### config.mk
export PLATFORM = sky130hd
export DESIGN_NAME = sscfg_bank
export DESIGN_NICKNAME = d
export VERILOG_FILES = /design/src/sscfg_bank.v /design/src/sscfg_store.v /design/src/sscfg_ecc.v
export VERILOG_INCLUDE_DIRS = /design/src
export SDC_FILE = /design/constraint.sdc
export NUM_CORES = 1
export LEC_CHECK = 0
export ABC_CLOCK_PERIOD_IN_PS = 50100
export BUFFER_PORTS_ARGS = -buffer_cell sky130_fd_sc_hd__buf_2
export CORE_MARGIN = 1.5
export CORE_UTILIZATION = 40
export DETAILED_ROUTE_END_ITERATION = 8
export GPL_TIMING_DRIVEN = 0
export PLACE_DENSITY_LB_ADDON = 0.15
export SLEW_MARGIN = 20
export SYNTH_ARGS = -nofsm -noshare
export SYNTH_HDL_FRONTEND = slang
export SYNTH_SLANG_ARGS = --single-unit
### constraint.sdc
create_clock -name i_clk_sys -period 50.1 [get_ports i_clk_sys]
set_clock_uncertainty 0.2 [all_clocks]
set_input_delay 2.505 -clock i_clk_sys [delete_from_list [all_inputs] [get_ports i_clk_sys]]
set_output_delay 2.505 -clock i_clk_sys [all_outputs]
set_load 0.01 [all_outputs]
### src/sscfg_defs.vh
`ifndef SSCFG_DEFS_VH
`define SSCFG_DEFS_VH

// Line addresses
`define SSCFG_ADDR_LINE_ONE   1'h0
`define SSCFG_ADDR_LINE_TWO   1'h1

// Word layout
`define SSCFG_DATA_W          16
`define SSCFG_CHECK_W         6

// First line field positions
`define SSCFG_L1_UNCAL_HYST   15
`define SSCFG_L1_STOP_EN      14
`define SSCFG_L1_HIGH_SPEED   13
`define SSCFG_L1_DIR_CHANGE   12
`define SSCFG_L1_SYS_WDOG     11
`define SSCFG_L1_DELAY_MSB    10
`define SSCFG_L1_DELAY_LSB    9
`define SSCFG_L1_PW_MSB       8
`define SSCFG_L1_PW_LSB       6
`define SSCFG_L1_SS_TIMEOUT   5
`define SSCFG_L1_PWR_TIMEOUT  4
`define SSCFG_L1_FIRST_EDGE   3
`define SSCFG_L1_HYBRID       2
`define SSCFG_L1_SS_EN        1
`define SSCFG_L1_BACK_BIAS    0

// Second line field positions
`define SSCFG_L2_KF_MSB       15
`define SSCFG_L2_KF_LSB       12

// Reset values of a blank line
`define SSCFG_L1_DEFAULT      16'h6000
`define SSCFG_L2_DEFAULT      16'h7424

// Pulse-width code without standstill pulse
`define SSCFG_PW_OEM          3'h6

// Timing
`define SSCFG_CLK_NS          10
`define SSCFG_DLY0_US         14
`define SSCFG_DLY1_US         17
`define SSCFG_DLY2_US         20
`define SSCFG_DLY3_US         23
`define SSCFG_SS_TMO0_MS      40
`define SSCFG_SS_TMO1_MS      80
`define SSCFG_PWR_TMO_MS      1400

// Pulse widths in microseconds: forward / reverse / standstill
`define SSCFG_PW0_US          16'h002D, 16'h005A, 16'h00B4
`define SSCFG_PW1_US          16'h002D, 16'h00B4, 16'h0168
`define SSCFG_PW3_US          16'h004B, 16'h0258, 16'h0168
`define SSCFG_PW4_US          16'h0016, 16'h002D, 16'h005A
`define SSCFG_PW5_US          16'h003C, 16'h0078, 16'h0168
`define SSCFG_PW6_US          16'h001E, 16'h003C, 16'h0000
`define SSCFG_PW7_US          16'h005A, 16'h0087, 16'h0168

// Threshold factor: k = (base + code) / 64
`define SSCFG_K_BASE          6'h19
`define SSCFG_K_SHIFT         6

`endif

### src/sscfg_bank.v
`timescale 1ns/10ps
`include "sscfg_defs.vh"

// Function
// RULE_01 - Two configuration lines, each 16 data bits plus 6 check bits.
// RULE_02 - Line one bit 15 picks uncalibrated hysteresis: 0 is 25%, 1 is 31.25%.
// RULE_03 - Line one bit 14 enables stop mode; default on.
// RULE_04 - Line one bit 13 set freezes pulse and phase above 1.5kHz; default set.
// RULE_05 - Line one bit 12 picks direction-change criterion: quarter or eighth.
// RULE_06 - Line one bit 11 switches the system watchdog; default off.
// RULE_07 - Line one bits 10:9 set path delay 14, 17, 20 or 23 microseconds.
// RULE_08 - Three-bit code sets forward, reverse and standstill pulse widths.
// RULE_09 - Bit 5 picks 40 or 80 ms standstill delay, only when enabled.
// RULE_10 - Bit 4 set holds calibration for 1.4 s after power on.
// RULE_11 - Bit 3 sets first-edge behaviour, only with pulse-width code 110.
// RULE_12 - Bit 2 set suppresses calibration during hybrid electric drive.
// RULE_13 - Bit 1 set enables the optional standstill pulse; the code keeps it off with pulse-width code 110.
// RULE_14 - Bit 0 picks startup back-bias calibration or centred back bias.
// RULE_15 - Line two bits 15:12 hold the switching-threshold factor, default 0111.
// RULE_16 - Threshold is minimum plus factor times maximum minus minimum.
// RULE_17 - Each line read corrects a single-bit error before use.

module sscfg_bank #(
  parameter SS_TMO0_CYC = `SSCFG_SS_TMO0_MS * 1000000 / `SSCFG_CLK_NS,
  parameter SS_TMO1_CYC = `SSCFG_SS_TMO1_MS * 1000000 / `SSCFG_CLK_NS,
  parameter PWR_TMO_CYC = `SSCFG_PWR_TMO_MS * 1000000 / `SSCFG_CLK_NS
) (
  input  wire        i_clk_sys,
  input  wire        i_reset,
  input  wire        i_wr_en,
  input  wire        i_wr_addr,
  input  wire [15:0] i_wr_data,
  input  wire        i_wr_raw,
  input  wire [5:0]  i_wr_check,
  input  wire        i_rd_en,
  input  wire        i_rd_addr,
  output reg  [15:0] o_rd_data,
  output reg         o_rd_valid,
  output reg         o_rd_corrected,
  output reg         o_rd_uncorrectable,
  output reg         o_ecc_corrected,
  output reg         o_ecc_failed,
  input  wire        i_pulse_sent,
  input  wire [15:0] i_bmin,
  input  wire [15:0] i_bmax,
  output reg         o_uncal_hysteresis_sel,
  output reg         o_stop_enable,
  output reg         o_high_speed_freeze,
  output reg         o_dir_change_eighth,
  output reg         o_system_watchdog_en,
  output reg  [15:0] o_delay_cycles,
  output reg  [15:0] o_fwd_width_cycles,
  output reg  [15:0] o_rev_width_cycles,
  output reg  [15:0] o_ss_width_cycles,
  output reg         o_oem_protocol,
  output reg         o_first_edge_behaviour,
  output reg         o_standstill_en,
  output reg         o_standstill_pulse,
  output reg         o_cal_hold,
  output reg         o_hybrid_watchdog_en,
  output reg         o_back_bias_centre,
  output reg  [5:0]  o_k_factor,
  output reg  [15:0] o_switch_threshold
);

  function [15:0] us2cyc;
    input integer us;
    integer       t;
    begin
      t      = us * 1000 / `SSCFG_CLK_NS;
      us2cyc = t[15:0];
    end
  endfunction

  localparam [27:0] SS_TMO0 = SS_TMO0_CYC[27:0];
  localparam [27:0] SS_TMO1 = SS_TMO1_CYC[27:0];
  localparam [27:0] PWR_TMO = PWR_TMO_CYC[27:0];

  // Write path: encode unless a raw check word is forced
  wire [5:0]  enc_check;
  wire [21:0] wr_word;
  wire        rd_addr;
  wire [21:0] mem_word;
  wire        mem_blank;
  wire [15:0] dec_data;
  wire        dec_single;
  wire        dec_double;

  reg         scan_line_q;
  reg         rd_pend_q;
  reg         rd_host_q;
  reg         rd_line_q;
  reg  [15:0] line_one_q;
  reg  [15:0] line_two_q;
  reg  [15:0] good_data;
  reg  [15:0] fwd_us;
  reg  [15:0] rev_us;
  reg  [15:0] ss_us;
  reg  [15:0] dly_cyc;
  reg  [27:0] pwr_cnt_q;
  reg  [27:0] ss_cnt_q;
  reg         ss_run_q;
  reg  [15:0] span;
  reg  [21:0] prod;
  reg  [16:0] thr_sum;
  reg  [2:0]  pw_code;
  reg         ss_active;

  assign wr_word = {i_wr_raw ? i_wr_check : enc_check, i_wr_data}; // RULE_01
  // Host read wins the single read port; scan takes the idle cycles
  assign rd_addr = i_rd_en ? i_rd_addr : scan_line_q;

  sscfg_ecc u_ecc (
    .i_enc_data   (i_wr_data),
    .o_enc_check  (enc_check),
    .i_dec_data   (mem_word[15:0]),
    .i_dec_check  (mem_word[21:16]),
    .o_dec_data   (dec_data),
    .o_dec_single (dec_single),
    .o_dec_double (dec_double)
  );

  sscfg_store u_store (
    .i_clk_sys  (i_clk_sys),
    .i_reset    (i_reset),
    .i_wr_en    (i_wr_en),
    .i_wr_addr  (i_wr_addr),
    .i_wr_word  (wr_word),
    .i_rd_addr  (rd_addr),
    .o_rd_word  (mem_word),
    .o_rd_blank (mem_blank)
  );

  // Blank lines read as their defaults with no error
  always @* begin
    if (mem_blank) begin
      good_data = (rd_line_q == `SSCFG_ADDR_LINE_TWO) ? `SSCFG_L2_DEFAULT : `SSCFG_L1_DEFAULT;
    end else begin
      good_data = dec_data; // RULE_17
    end
  end

  always @(posedge i_clk_sys) begin
    if (i_reset) begin
      scan_line_q <= `SSCFG_ADDR_LINE_ONE;
      rd_pend_q   <= 1'b0;
      rd_host_q   <= 1'b0;
      rd_line_q   <= `SSCFG_ADDR_LINE_ONE;
    end else begin
      rd_pend_q <= 1'b1;
      rd_host_q <= i_rd_en;
      rd_line_q <= rd_addr;
      if (!i_rd_en) begin
        scan_line_q <= ~scan_line_q;
      end
    end
  end

  // Read answers and applied copies of the two lines
  always @(posedge i_clk_sys) begin
    if (i_reset) begin
      o_rd_data          <= 16'h0000;
      o_rd_valid         <= 1'b0;
      o_rd_corrected     <= 1'b0;
      o_rd_uncorrectable <= 1'b0;
      o_ecc_corrected    <= 1'b0;
      o_ecc_failed       <= 1'b0;
      line_one_q         <= `SSCFG_L1_DEFAULT;
      line_two_q         <= `SSCFG_L2_DEFAULT;
    end else begin
      o_rd_valid      <= rd_pend_q && rd_host_q;
      o_ecc_corrected <= 1'b0;
      if (rd_pend_q && rd_host_q) begin
        o_rd_data          <= good_data; // RULE_17
        o_rd_corrected     <= dec_single && !mem_blank;
        o_rd_uncorrectable <= dec_double && !mem_blank;
      end
      if (rd_pend_q && !rd_host_q) begin
        o_ecc_corrected <= dec_single && !mem_blank;
        o_ecc_failed    <= dec_double && !mem_blank;
        // A double error keeps the last good settings in force
        if (!(dec_double && !mem_blank)) begin
          if (rd_line_q == `SSCFG_ADDR_LINE_TWO) begin
            line_two_q <= good_data; // RULE_17
          end else begin
            line_one_q <= good_data; // RULE_17
          end
        end
      end
    end
  end

  // Pulse-width table; code 010 has no entry and falls back to 000
  always @* begin
    pw_code = line_one_q[`SSCFG_L1_PW_MSB:`SSCFG_L1_PW_LSB];
    case (pw_code)
      3'h1: {fwd_us, rev_us, ss_us} = {`SSCFG_PW1_US}; // RULE_08
      3'h3: {fwd_us, rev_us, ss_us} = {`SSCFG_PW3_US}; // RULE_08
      3'h4: {fwd_us, rev_us, ss_us} = {`SSCFG_PW4_US}; // RULE_08
      3'h5: {fwd_us, rev_us, ss_us} = {`SSCFG_PW5_US}; // RULE_08
      3'h6: {fwd_us, rev_us, ss_us} = {`SSCFG_PW6_US}; // RULE_08
      3'h7: {fwd_us, rev_us, ss_us} = {`SSCFG_PW7_US}; // RULE_08
      default: {fwd_us, rev_us, ss_us} = {`SSCFG_PW0_US}; // RULE_08
    endcase
  end

  always @* begin
    case (line_one_q[`SSCFG_L1_DELAY_MSB:`SSCFG_L1_DELAY_LSB])
      2'h1: dly_cyc = us2cyc(`SSCFG_DLY1_US); // RULE_07
      2'h2: dly_cyc = us2cyc(`SSCFG_DLY2_US); // RULE_07
      2'h3: dly_cyc = us2cyc(`SSCFG_DLY3_US); // RULE_07
      default: dly_cyc = us2cyc(`SSCFG_DLY0_US); // RULE_07
    endcase
  end

  // The OEM code has no standstill pulse, whatever bit 1 says
  always @* begin
    ss_active = line_one_q[`SSCFG_L1_SS_EN] && (pw_code != `SSCFG_PW_OEM); // RULE_13
  end

  // Threshold arithmetic assumes the caller keeps maximum at or above minimum
  always @* begin
    span    = i_bmax - i_bmin;
    prod    = span * o_k_factor; // RULE_16
    thr_sum = {1'b0, i_bmin} + {1'b0, prod[21:`SSCFG_K_SHIFT]}; // RULE_16
  end

  always @(posedge i_clk_sys) begin
    if (i_reset) begin
      o_uncal_hysteresis_sel <= 1'b0;
      o_stop_enable          <= 1'b1;
      o_high_speed_freeze    <= 1'b1;
      o_dir_change_eighth    <= 1'b0;
      o_system_watchdog_en   <= 1'b0;
      o_delay_cycles         <= 16'h0000;
      o_fwd_width_cycles     <= 16'h0000;
      o_rev_width_cycles     <= 16'h0000;
      o_ss_width_cycles      <= 16'h0000;
      o_oem_protocol         <= 1'b0;
      o_first_edge_behaviour <= 1'b0;
      o_standstill_en        <= 1'b0;
      o_hybrid_watchdog_en   <= 1'b0;
      o_back_bias_centre     <= 1'b0;
      o_k_factor             <= 6'h00;
      o_switch_threshold     <= 16'h0000;
    end else begin
      o_uncal_hysteresis_sel <= line_one_q[`SSCFG_L1_UNCAL_HYST]; // RULE_02
      o_stop_enable          <= line_one_q[`SSCFG_L1_STOP_EN]; // RULE_03
      o_high_speed_freeze    <= line_one_q[`SSCFG_L1_HIGH_SPEED]; // RULE_04
      o_dir_change_eighth    <= line_one_q[`SSCFG_L1_DIR_CHANGE]; // RULE_05
      o_system_watchdog_en   <= line_one_q[`SSCFG_L1_SYS_WDOG]; // RULE_06
      o_delay_cycles         <= dly_cyc; // RULE_07
      o_fwd_width_cycles     <= us2cyc(fwd_us); // RULE_08
      o_rev_width_cycles     <= us2cyc(rev_us); // RULE_08
      o_ss_width_cycles      <= ss_active ? us2cyc(ss_us) : 16'h0000; // RULE_08
      o_oem_protocol         <= (pw_code == `SSCFG_PW_OEM);
      o_first_edge_behaviour <= (pw_code == `SSCFG_PW_OEM) && line_one_q[`SSCFG_L1_FIRST_EDGE]; // RULE_11
      o_standstill_en        <= ss_active; // RULE_13
      o_hybrid_watchdog_en   <= line_one_q[`SSCFG_L1_HYBRID]; // RULE_12
      o_back_bias_centre     <= line_one_q[`SSCFG_L1_BACK_BIAS]; // RULE_14
      o_k_factor             <= `SSCFG_K_BASE + {2'h0, line_two_q[`SSCFG_L2_KF_MSB:`SSCFG_L2_KF_LSB]}; // RULE_15
      o_switch_threshold     <= thr_sum[15:0]; // RULE_16
    end
  end

  // Power-on calibration hold, counted from reset release
  always @(posedge i_clk_sys) begin
    if (i_reset) begin
      pwr_cnt_q  <= 28'h000_0000;
      o_cal_hold <= 1'b0;
    end else begin
      if (pwr_cnt_q < PWR_TMO) begin
        pwr_cnt_q <= pwr_cnt_q + 28'h000_0001;
      end
      o_cal_hold <= line_one_q[`SSCFG_L1_PWR_TIMEOUT] && (pwr_cnt_q < PWR_TMO); // RULE_10
    end
  end

  // Standstill pulse request after the chosen quiet time; each sent pulse restarts it
  always @(posedge i_clk_sys) begin
    if (i_reset) begin
      ss_cnt_q           <= 28'h000_0000;
      ss_run_q           <= 1'b0;
      o_standstill_pulse <= 1'b0;
    end else begin
      o_standstill_pulse <= 1'b0;
      if (i_pulse_sent) begin
        ss_cnt_q <= line_one_q[`SSCFG_L1_SS_TIMEOUT] ? SS_TMO1 : SS_TMO0; // RULE_09
        ss_run_q <= 1'b1;
      end else if (ss_run_q) begin
        if (ss_cnt_q <= 28'h000_0001) begin
          ss_run_q           <= 1'b0;
          o_standstill_pulse <= ss_active; // RULE_09
        end else begin
          ss_cnt_q <= ss_cnt_q - 28'h000_0001;
        end
      end
    end
  end

endmodule // sscfg_bank

### src/sscfg_store.v
`timescale 1ns/10ps
`include "sscfg_defs.vh"

module sscfg_store (
  input  wire                                        i_clk_sys,
  input  wire                                        i_reset,
  input  wire                                        i_wr_en,
  input  wire                                        i_wr_addr,
  input  wire [`SSCFG_DATA_W+`SSCFG_CHECK_W-1:0]     i_wr_word,
  input  wire                                        i_rd_addr,
  output reg  [`SSCFG_DATA_W+`SSCFG_CHECK_W-1:0]     o_rd_word,
  output reg                                         o_rd_blank
);

  reg [`SSCFG_DATA_W+`SSCFG_CHECK_W-1:0] mem [0:1];
  // Non-volatile: contents survive reset; only a never-written line is blank
  reg [1:0] blank;

  initial begin
    blank = 2'h3;
  end

  always @(posedge i_clk_sys) begin
    if (i_wr_en) begin
      mem[i_wr_addr]   <= i_wr_word;
      blank[i_wr_addr] <= 1'b0;
    end
  end

  always @(posedge i_clk_sys) begin
    if (i_reset) begin
      o_rd_word  <= {(`SSCFG_DATA_W+`SSCFG_CHECK_W){1'b0}};
      o_rd_blank <= 1'b1;
    end else begin
      o_rd_word  <= mem[i_rd_addr];
      o_rd_blank <= blank[i_rd_addr];
    end
  end

endmodule // sscfg_store

### src/sscfg_ecc.v
`timescale 1ns/10ps
`include "sscfg_defs.vh"

module sscfg_ecc (
  input  wire [`SSCFG_DATA_W-1:0]  i_enc_data,
  output reg  [`SSCFG_CHECK_W-1:0] o_enc_check,
  input  wire [`SSCFG_DATA_W-1:0]  i_dec_data,
  input  wire [`SSCFG_CHECK_W-1:0] i_dec_check,
  output reg  [`SSCFG_DATA_W-1:0]  o_dec_data,
  output reg                       o_dec_single,
  output reg                       o_dec_double
);

  // Hamming over positions 1..21 plus an overall parity bit
  reg [21:0] ecw;
  reg [21:0] dcw;
  reg [4:0]  syn;
  reg        par;
  reg        epar;
  reg        ovr;
  integer    p;
  integer    j;
  integer    k;
  // Encoder has its own loop variables so no variable has two drivers
  integer    ep;
  integer    ej;
  integer    ek;

  always @* begin
    ecw  = 22'h00_0000;
    ej   = 0;
    epar = 1'b0;
    o_enc_check = 6'h00;
    for (ep = 1; ep < 22; ep = ep + 1) begin
      if ((ep & (ep - 1)) != 0) begin
        ecw[ep] = i_enc_data[ej];
        ej = ej + 1;
      end
    end
    for (ek = 0; ek < 5; ek = ek + 1) begin
      epar = 1'b0;
      for (ep = 1; ep < 22; ep = ep + 1) begin
        if (ep[ek]) epar = epar ^ ecw[ep];
      end
      o_enc_check[ek] = epar;
    end
    o_enc_check[5] = ^{i_enc_data, o_enc_check[4:0]};
  end

  always @* begin
    dcw = 22'h00_0000;
    j   = 0;
    syn = 5'h00;
    par = 1'b0;
    o_dec_data = 16'h0000;
    for (p = 1; p < 22; p = p + 1) begin
      if ((p & (p - 1)) != 0) begin
        dcw[p] = i_dec_data[j];
        j = j + 1;
      end
    end
    for (k = 0; k < 5; k = k + 1) begin
      dcw[1 << k] = i_dec_check[k];
    end
    for (k = 0; k < 5; k = k + 1) begin
      par = 1'b0;
      for (p = 1; p < 22; p = p + 1) begin
        if (p[k]) par = par ^ dcw[p];
      end
      syn[k] = par;
    end
    ovr = ^{i_dec_data, i_dec_check};
    // Odd overall parity means one flipped bit; a syndrome past 21 cannot be one
    o_dec_single = ovr && (syn < 5'h16);
    o_dec_double = (syn != 5'h00) && !o_dec_single;
    if (o_dec_single && (syn != 5'h00)) dcw[syn] = ~dcw[syn];
    j = 0;
    for (p = 1; p < 22; p = p + 1) begin
      if ((p & (p - 1)) != 0) begin
        o_dec_data[j] = dcw[p];
        j = j + 1;
      end
    end
  end

endmodule // sscfg_ecc

==> flow_summary.json, run 1 <==
{
  "worst_hold_path_type": "flip-flop to flip-flop",
  "ys.flop_type": "dfxtp_1",
  "critical_path_required_ns": 50.31,
  "setup_slack_ns": 27.57,
  "tightest_slew_ns": 1.07,
  "yosysTopAreaCellShare_pct": 16.1,
  "cts_setup_buffers": 0,
  "slew_headroom_pct": 28.5,
  "multiInputGateArea_um2": 19500,
  "seq_area_frac_synth_pct": 21.4,
  "startpoint": "line_one_q[8]",
  "ff2ff_path_depth": 74,
  "reg2reg_to": "o_rev_width_cycles[0]",
  "setup_tns_ns": 0,
  "gr-total-overflow": 0,
  "cts-root-buf": "clkbuf_16",
  "io_buffers": 173,
  "dp_slack_ns": 28.05,
  "netlist_instances": 3393,
  "cap_violations": 0,
  "ctsHoldBuffers": 0,
  "wl_per_cell_um": 17.9,
  "yosys.cell_count.top_type": "nand2_1",
  "min_from": "line_one_q[4]",
  "status": "complete, no violations",
  "synth_edf_count": 46,
  "drv_slew": 0,
  "yosys-top-cells-area": "dfxtp_1, ha_1, fa_1",
  "rr_startpoint": "line_one_q[8]",
  "grt_usage_pct": 23.3,
  "clk_latency_ns": 0.60,
  "synth.distinct_cells": 126,
  "crit_end": "o_rev_width_cycles[0]",
  "dr.pass1.iters": 6,
  "viasPerCell": 5.64,
  "synth_common_cells": "nand2_1, nor2_1, a21oi_1, dfxtp_1, inv_1",
  "timing.fmax_mhz": 44.4,
  "die_area_um2": 67600,
  "cts_repair_resize_count": 0,
  "rrSetupSlack_ns": 27.57,
  "grt_max_degree": 23,
  "slowest_delay_ns": 0.71,
  "core_region_area_um2": 65500,
  "wirelength_um": 80600,
  "worst_setup_path_end_kind": "flip-flop",
  "numCtsBuffers": 31,
  "drc_errors": 0,
  "fillers": 6735,
  "hold_viol_final": 0,
  "cts_max_level": 1,
  "crit_type": "flip-flop to flip-flop",
  "row_count": 94,
  "max-clock-path-buffers": 3,
  "num_vias": 25400,
  "arrival_ns": 22.74,
  "place_congestion": 0.930,
  "layout_min_cycle_time_ns": 22.53,
  "detailedRoute.firstIterationViolations": 1759,
  "clk_pin_slew_ns": 0.06,
  "grt_pass1_wl_um": 128000,
  "io_pins": 181,
  "antenna_left": 0,
  "cp_common_cell": "inv_1",
  "rsz0062_at_grt": "no",
  "critPathMaxFanout": 14,
  "num_antenna_cells": 0,
  "synth_seq_cells": 259,
  "cts.sinks": 259,
  "finalSetupViolCount": 0,
  "initial_utilization_pct": 40.3,
  "cts_tree": "yes",
  "syn2layout_area_growth_pct": 12.0,
  "yosysTopAreaCell": "dfxtp_1",
  "worst_setup_path_start_kind": "flip-flop",
  "dp_hpwl_um": 63300,
  "die_h_um": 260,
  "first_global_vias": 23800,
  "nets": 3937,
  "synth_warnings": 0,
  "syn_area_um2": 26400,
  "async_flop_share_pct": 0,
  "seq_area_um2": 5650,
  "grt_antenna_before_repair": 0,
  "drive_above_1_share_pct": 10.8,
  "final.period_utilization_pct": 45.0,
  "die_w_um": 260,
  "cp_slowest_cell": "a2111oi_0",
  "synth.avg_cell_area_um2": 7.79
}
## how the worst min path moves through the flow
stage | end | slack [ns] | depth (start not counted)
2_1_floorplan | o_high_speed_freeze | 0.22 | 1
3_3_place_gp | o_high_speed_freeze | 0.23 | 1
3_5_place_dp | o_high_speed_freeze | 0.24 | 1
4_1_cts | line_one_q[4] | 0.25 | 2
5_1_grt | o_stop_enable | 0.27 | 1
6_report | line_one_q[4] | 0.25 | 2
## state kept, by name, summed over array words and instances, names as in the netlist, 2 cells and up
name                cells
line_one_q             16
o_rd_data              16
o_rev_width_cycles     16
o_k_factor              6
u_store.o_rd_word      22
o_fwd_width_cycles     16
line_two_q              4
u_store.mem            44
o_ss_width_cycles      13
u_store.blank           2
ss_cnt_q               28
pwr_cnt_q              28
o_switch_threshold     16
o_delay_cycles          9
## cells by family (layout without fill, tap and decap cells)
kind of cell             count (synthesis)  count (layout)  synth area share [%]
other                                    2              18                0.0284
AND/OR/NAND/NOR                       1310            1310                  23.7
adder cells (fa/ha/maj)                267             267                  15.0
flip-flops                             259             259                  21.4
buffers and inverters                  344             575                  5.24
XOR/XNOR                               256             256                  8.60
multiplexers                            55              55                  2.36
AO/OA/AOI/OAI                          900             900                  23.7
## final cells by class
type	instances	share of cell area [%]
inverters	204	2.59
well taps	864	3.65
plain buffers	140	2.09
flip-flops and latches	259	19.1
clock buffers	40	3.01
clock inverters	18	0.833
multi-input cells	2806	65.8
repair buffers	173	2.93
## per-layer routing
| layer | GRT usage (%) | up-vias | wire length (µm) |
|---|---|---|---|
| met5 | 0 | - | 0 |
| met4 | 6.49 | 0 | 2130 |
| met3 | 2.51 | 112 | 3900 |
| met2 | 38.0 | 646 | 36500 |
| met1 | 32.5 | 12100 | 38000 |
| li1 | - | 12600 | - |
## critical path, delay by kind of cell, from the launching register on
kind,cells,cell delay [ns]
AO/OA/AOI/OAI,25,7.88
AND/OR/NAND/NOR,20,5.96
buffers and inverters,16,4.06
adder cells (fa/ha/maj),8,2.55
multiplexers,3,0.85
XOR/XNOR,2,0.47
flip-flops,1,0.30
## through the flow
step / hold WS, ns / area (µm²) / util (%) / std cells
after floorplan: 0.217 / 26500 / - / 3409
after global placement: 0.229 / 28400 / 43.4 / 4446
after detailed placement: 0.238 / 28400 / 43.4 / 4446
after CTS: 0.253 / 29600 / 45.1 / 4504
after global routing: 0.272 / 29600 / 45.2 / 4504
final: 0.249 / 29600 / 45.2 / 4504
## cell usage in the layout, fill, tap and decap left out, drive strengths merged, types with 13 or more instances in the layout
| master | netlist | final |
|---|---|---|
| o21bai | 27 | 27 |
| dfxtp | 213 | 213 |
| nand2 | 436 | 436 |
| o2111ai | 18 | 18 |
| o21a | 47 | 47 |
| or3 | 32 | 32 |
| nand3 | 90 | 90 |
| or2 | 30 | 30 |
| xor2 | 79 | 79 |
| edfxtp | 46 | 46 |
| nor2b | 38 | 38 |
| a22oi | 16 | 16 |
| and2 | 40 | 40 |
| and3 | 41 | 41 |
| mux2i | 38 | 38 |
| mux2 | 13 | 13 |
| o21ai | 163 | 163 |
| clkbuf | 97 | 137 |
| a21o | 35 | 35 |
| nor4 | 43 | 43 |
| a221oi | 15 | 15 |
| o211ai | 42 | 42 |
| a21oi | 245 | 245 |
| fa | 85 | 85 |
| a31oi | 37 | 37 |
| a2111oi | 15 | 15 |
| or4 | 13 | 13 |
| buf | 43 | 216 |
| nor2 | 362 | 362 |
| nand2b | 26 | 26 |
| nand4 | 15 | 15 |
| o31ai | 19 | 19 |
| a211o | 13 | 13 |
| conb | 2 | 18 |
| xnor2 | 176 | 176 |
| a211oi | 40 | 40 |
| inv | 201 | 211 |
| ha | 175 | 175 |
| nor3 | 87 | 87 |
| o22ai | 19 | 19 |
Power of run 1 is not shown: default switching activity piles up to over one toggle a cycle in this logic, so the estimate is an artifact.
==> inputs of run 2 (changes only) <==
- ABC_CLOCK_PERIOD_IN_PS: 50100 -> 20800
- clock period: 50.1 -> 20.8 ns (I/O delays scaled with it)
==> flow_summary.json, run 2 (same netlist as run 1, synthesis figures left out) <==
{
  "detailedRoute.firstIterationViolations": 1697,
  "cap_violations": 0,
  "numCtsBuffers": 31,
  "whs_ns": 0.249,
  "slew_headroom_pct": 26.9,
  "finalSetupViolCount": 0,
  "core_region_area_um2": 65500,
  "critPathBufInv": 14,
  "rsz0062_at_grt": "yes",
  "largest_reg_flops": 44,
  "reg.largest.list": "u_store.mem (44), pwr_cnt_q (28), ss_cnt_q (28)",
  "crit_type": "flip-flop to flip-flop",
  "ff2ff_path_depth": 71,
  "status": "complete, no violations",
  "regMostFlops": "u_store.mem",
  "critPathMaxFanout": 13,
  "viasPerCell": 5.62,
  "syn2layout_area_growth_pct": 13.0,
  "slowest_delay_ns": 0.59,
  "cts_max_level": 1,
  "worst_setup_path_start_kind": "flip-flop",
  "initial_utilization_pct": 40.3,
  "gr-total-overflow": 0,
  "die_h_um": 260,
  "grt_antenna_before_repair": 0,
  "grt_max_degree": 23,
  "layout_commonest_cell": "nand2_1",
  "cts.sinks": 259,
  "wl_met1_um": 38000,
  "worstSetupPathDepth": 71,
  "drc_errors": 0,
  "nets": 3947,
  "grt_usage_pct": 23.3,
  "worst_setup_path_end_kind": "flip-flop",
  "num_antenna_cells": 0,
  "dr.pass1.iters": 5,
  "layout_min_cycle_time_ns": 19.82,
  "top_layer_used": "met4",
  "hold_viol_final": 0,
  "max-clock-path-buffers": 3,
  "clk_latency_ns": 0.60,
  "cp_common_cell": "inv_1",
  "wirelength_um": 80700,
  "crit_family": "compound AO/OA/AOI/OAI gates",
  "tightest_slew_ns": 1.09,
  "cts_tree": "yes",
  "clk_pin_slew_ns": 0.06,
  "whs_path_depth": 2,
  "cp_slowest_cell": "clkbuf_1",
  "die_area_um2": 67600,
  "antenna_left": 0,
  "final_cell_mix": "nand2_1, nor2_1, a21oi_1",
  "drive_above_1_share_pct": 12.0,
  "grt_pass1_wl_um": 128000,
  "wl_met3_um": 3960,
  "die_w_um": 260,
  "dp_hpwl_um": 63300,
  "io_pins": 181,
  "num_vias": 25400,
  "placed_area_um2": 28400,
  "timing.fmax_mhz": 50.5,
  "arrival_ns": 20.04,
  "worst_hold_path_type": "flip-flop to flip-flop",
  "dr_wl_met2_um": 36600,
  "post-route-util_pct": 45.6,
  "io_buffers": 173,
  "cts-root-buf": "clkbuf_16",
  "critical_path_required_ns": 21.02,
  "fin_area_um2": 29900,
  "final.period_utilization_pct": 95.3,
  "place_congestion": 0.930,
  "first_global_vias": 23800,
  "wl_per_cell_um": 17.9,
  "row_count": 94,
  "drv_slew": 0
}
==> run 2: cell types whose count changed in the layout (fill, tap and decap cells not counted), moves of 3 or more <==
cell / before / now
buf_4: 17 / 29
nor2_1: 357 / 351
o21ai_2: 1 / 5
clkbuf_1: 97 / 94
nor2_2: 4 / 7
nor2_4: 0 / 3
nor3_1: 81 / 78
nor3_2: 4 / 7
nor4_1: 40 / 37
nor4_2: 1 / 4
==> run 2: worst register-to-register path, delay by kind of cell, from the launching register on <==
| family | cells | cell delay (ns) |
|---|---|---|
| mux | 4 | 1.21 |
| flops | 1 | 0.52 |
| compound gates | 26 | 6.49 |
| buf+inv | 14 | 2.37 |
| fa+ha+maj | 8 | 2.61 |
| simple gates | 19 | 6.23 |
==> run 2: area by class of cell <==
| class | count | area, µm² |
|---|---|---|
| Clock inverter | 18 | 246 |
| Sequential cell | 259 | 5650 |
| Timing Repair Buffer | 185 | 956 |
| Multi-Input combinational cell | 2806 | 19600 |
| Clock buffer | 40 | 890 |
| Fill cell | 6715 | 35700 |
| Tap cell | 864 | 1080 |
| Buffer | 138 | 616 |
| Inverter | 204 | 774 |
==> run 2: layer usage <==
| metal | up-vias | GRT usage, % |
|---|---|---|
| met5 | - | 0 |
| met4 | 0 | 6.52 |
| met3 | 110 | 2.68 |
| met2 | 624 | 37.9 |
| met1 | 12100 | 32.4 |
| li1 | 12600 | - |
==> run 2: worst paths after layout <==
| check | start | endpoint | slack [ns] |
|---|---|---|---|
| min reg2reg | line_one_q[4] | line_one_q[4] | 0.25 |
| min | line_one_q[4] | line_one_q[4] | 0.25 |
| max reg2reg | line_one_q[7] | o_rev_width_cycles[0] | 0.98 |
| max | line_one_q[7] | o_rev_width_cycles[0] | 0.98 |
==> run 2: stage by stage <==
| stage | setup slack, ns | TNS, ns | instances |
|---|---|---|---|
| floorplan | 3.27 | 0 | 3409 |
| global placement | -1.23 | -2.47 | 4446 |
| detailed placement | -1.25 | -2.50 | 4446 |
| CTS | 0.187 | 0 | 4502 |
| global route | -0.0451 | -0.0451 | 4514 |
| finish | 0.980 | 0 | 4514 |
==> run 2: what timing repair did <==
item | 4_1_cts | 5_1_grt
gates cloned | 0 | 0
gates resized for setup | 7 | 37
hold buffers | 0 | 0
pin swaps | 0 | 3
buffers inserted | 0 | 12
endpoints found under the setup margin | 3 | 5
Power of run 2 is left out for the same reason.
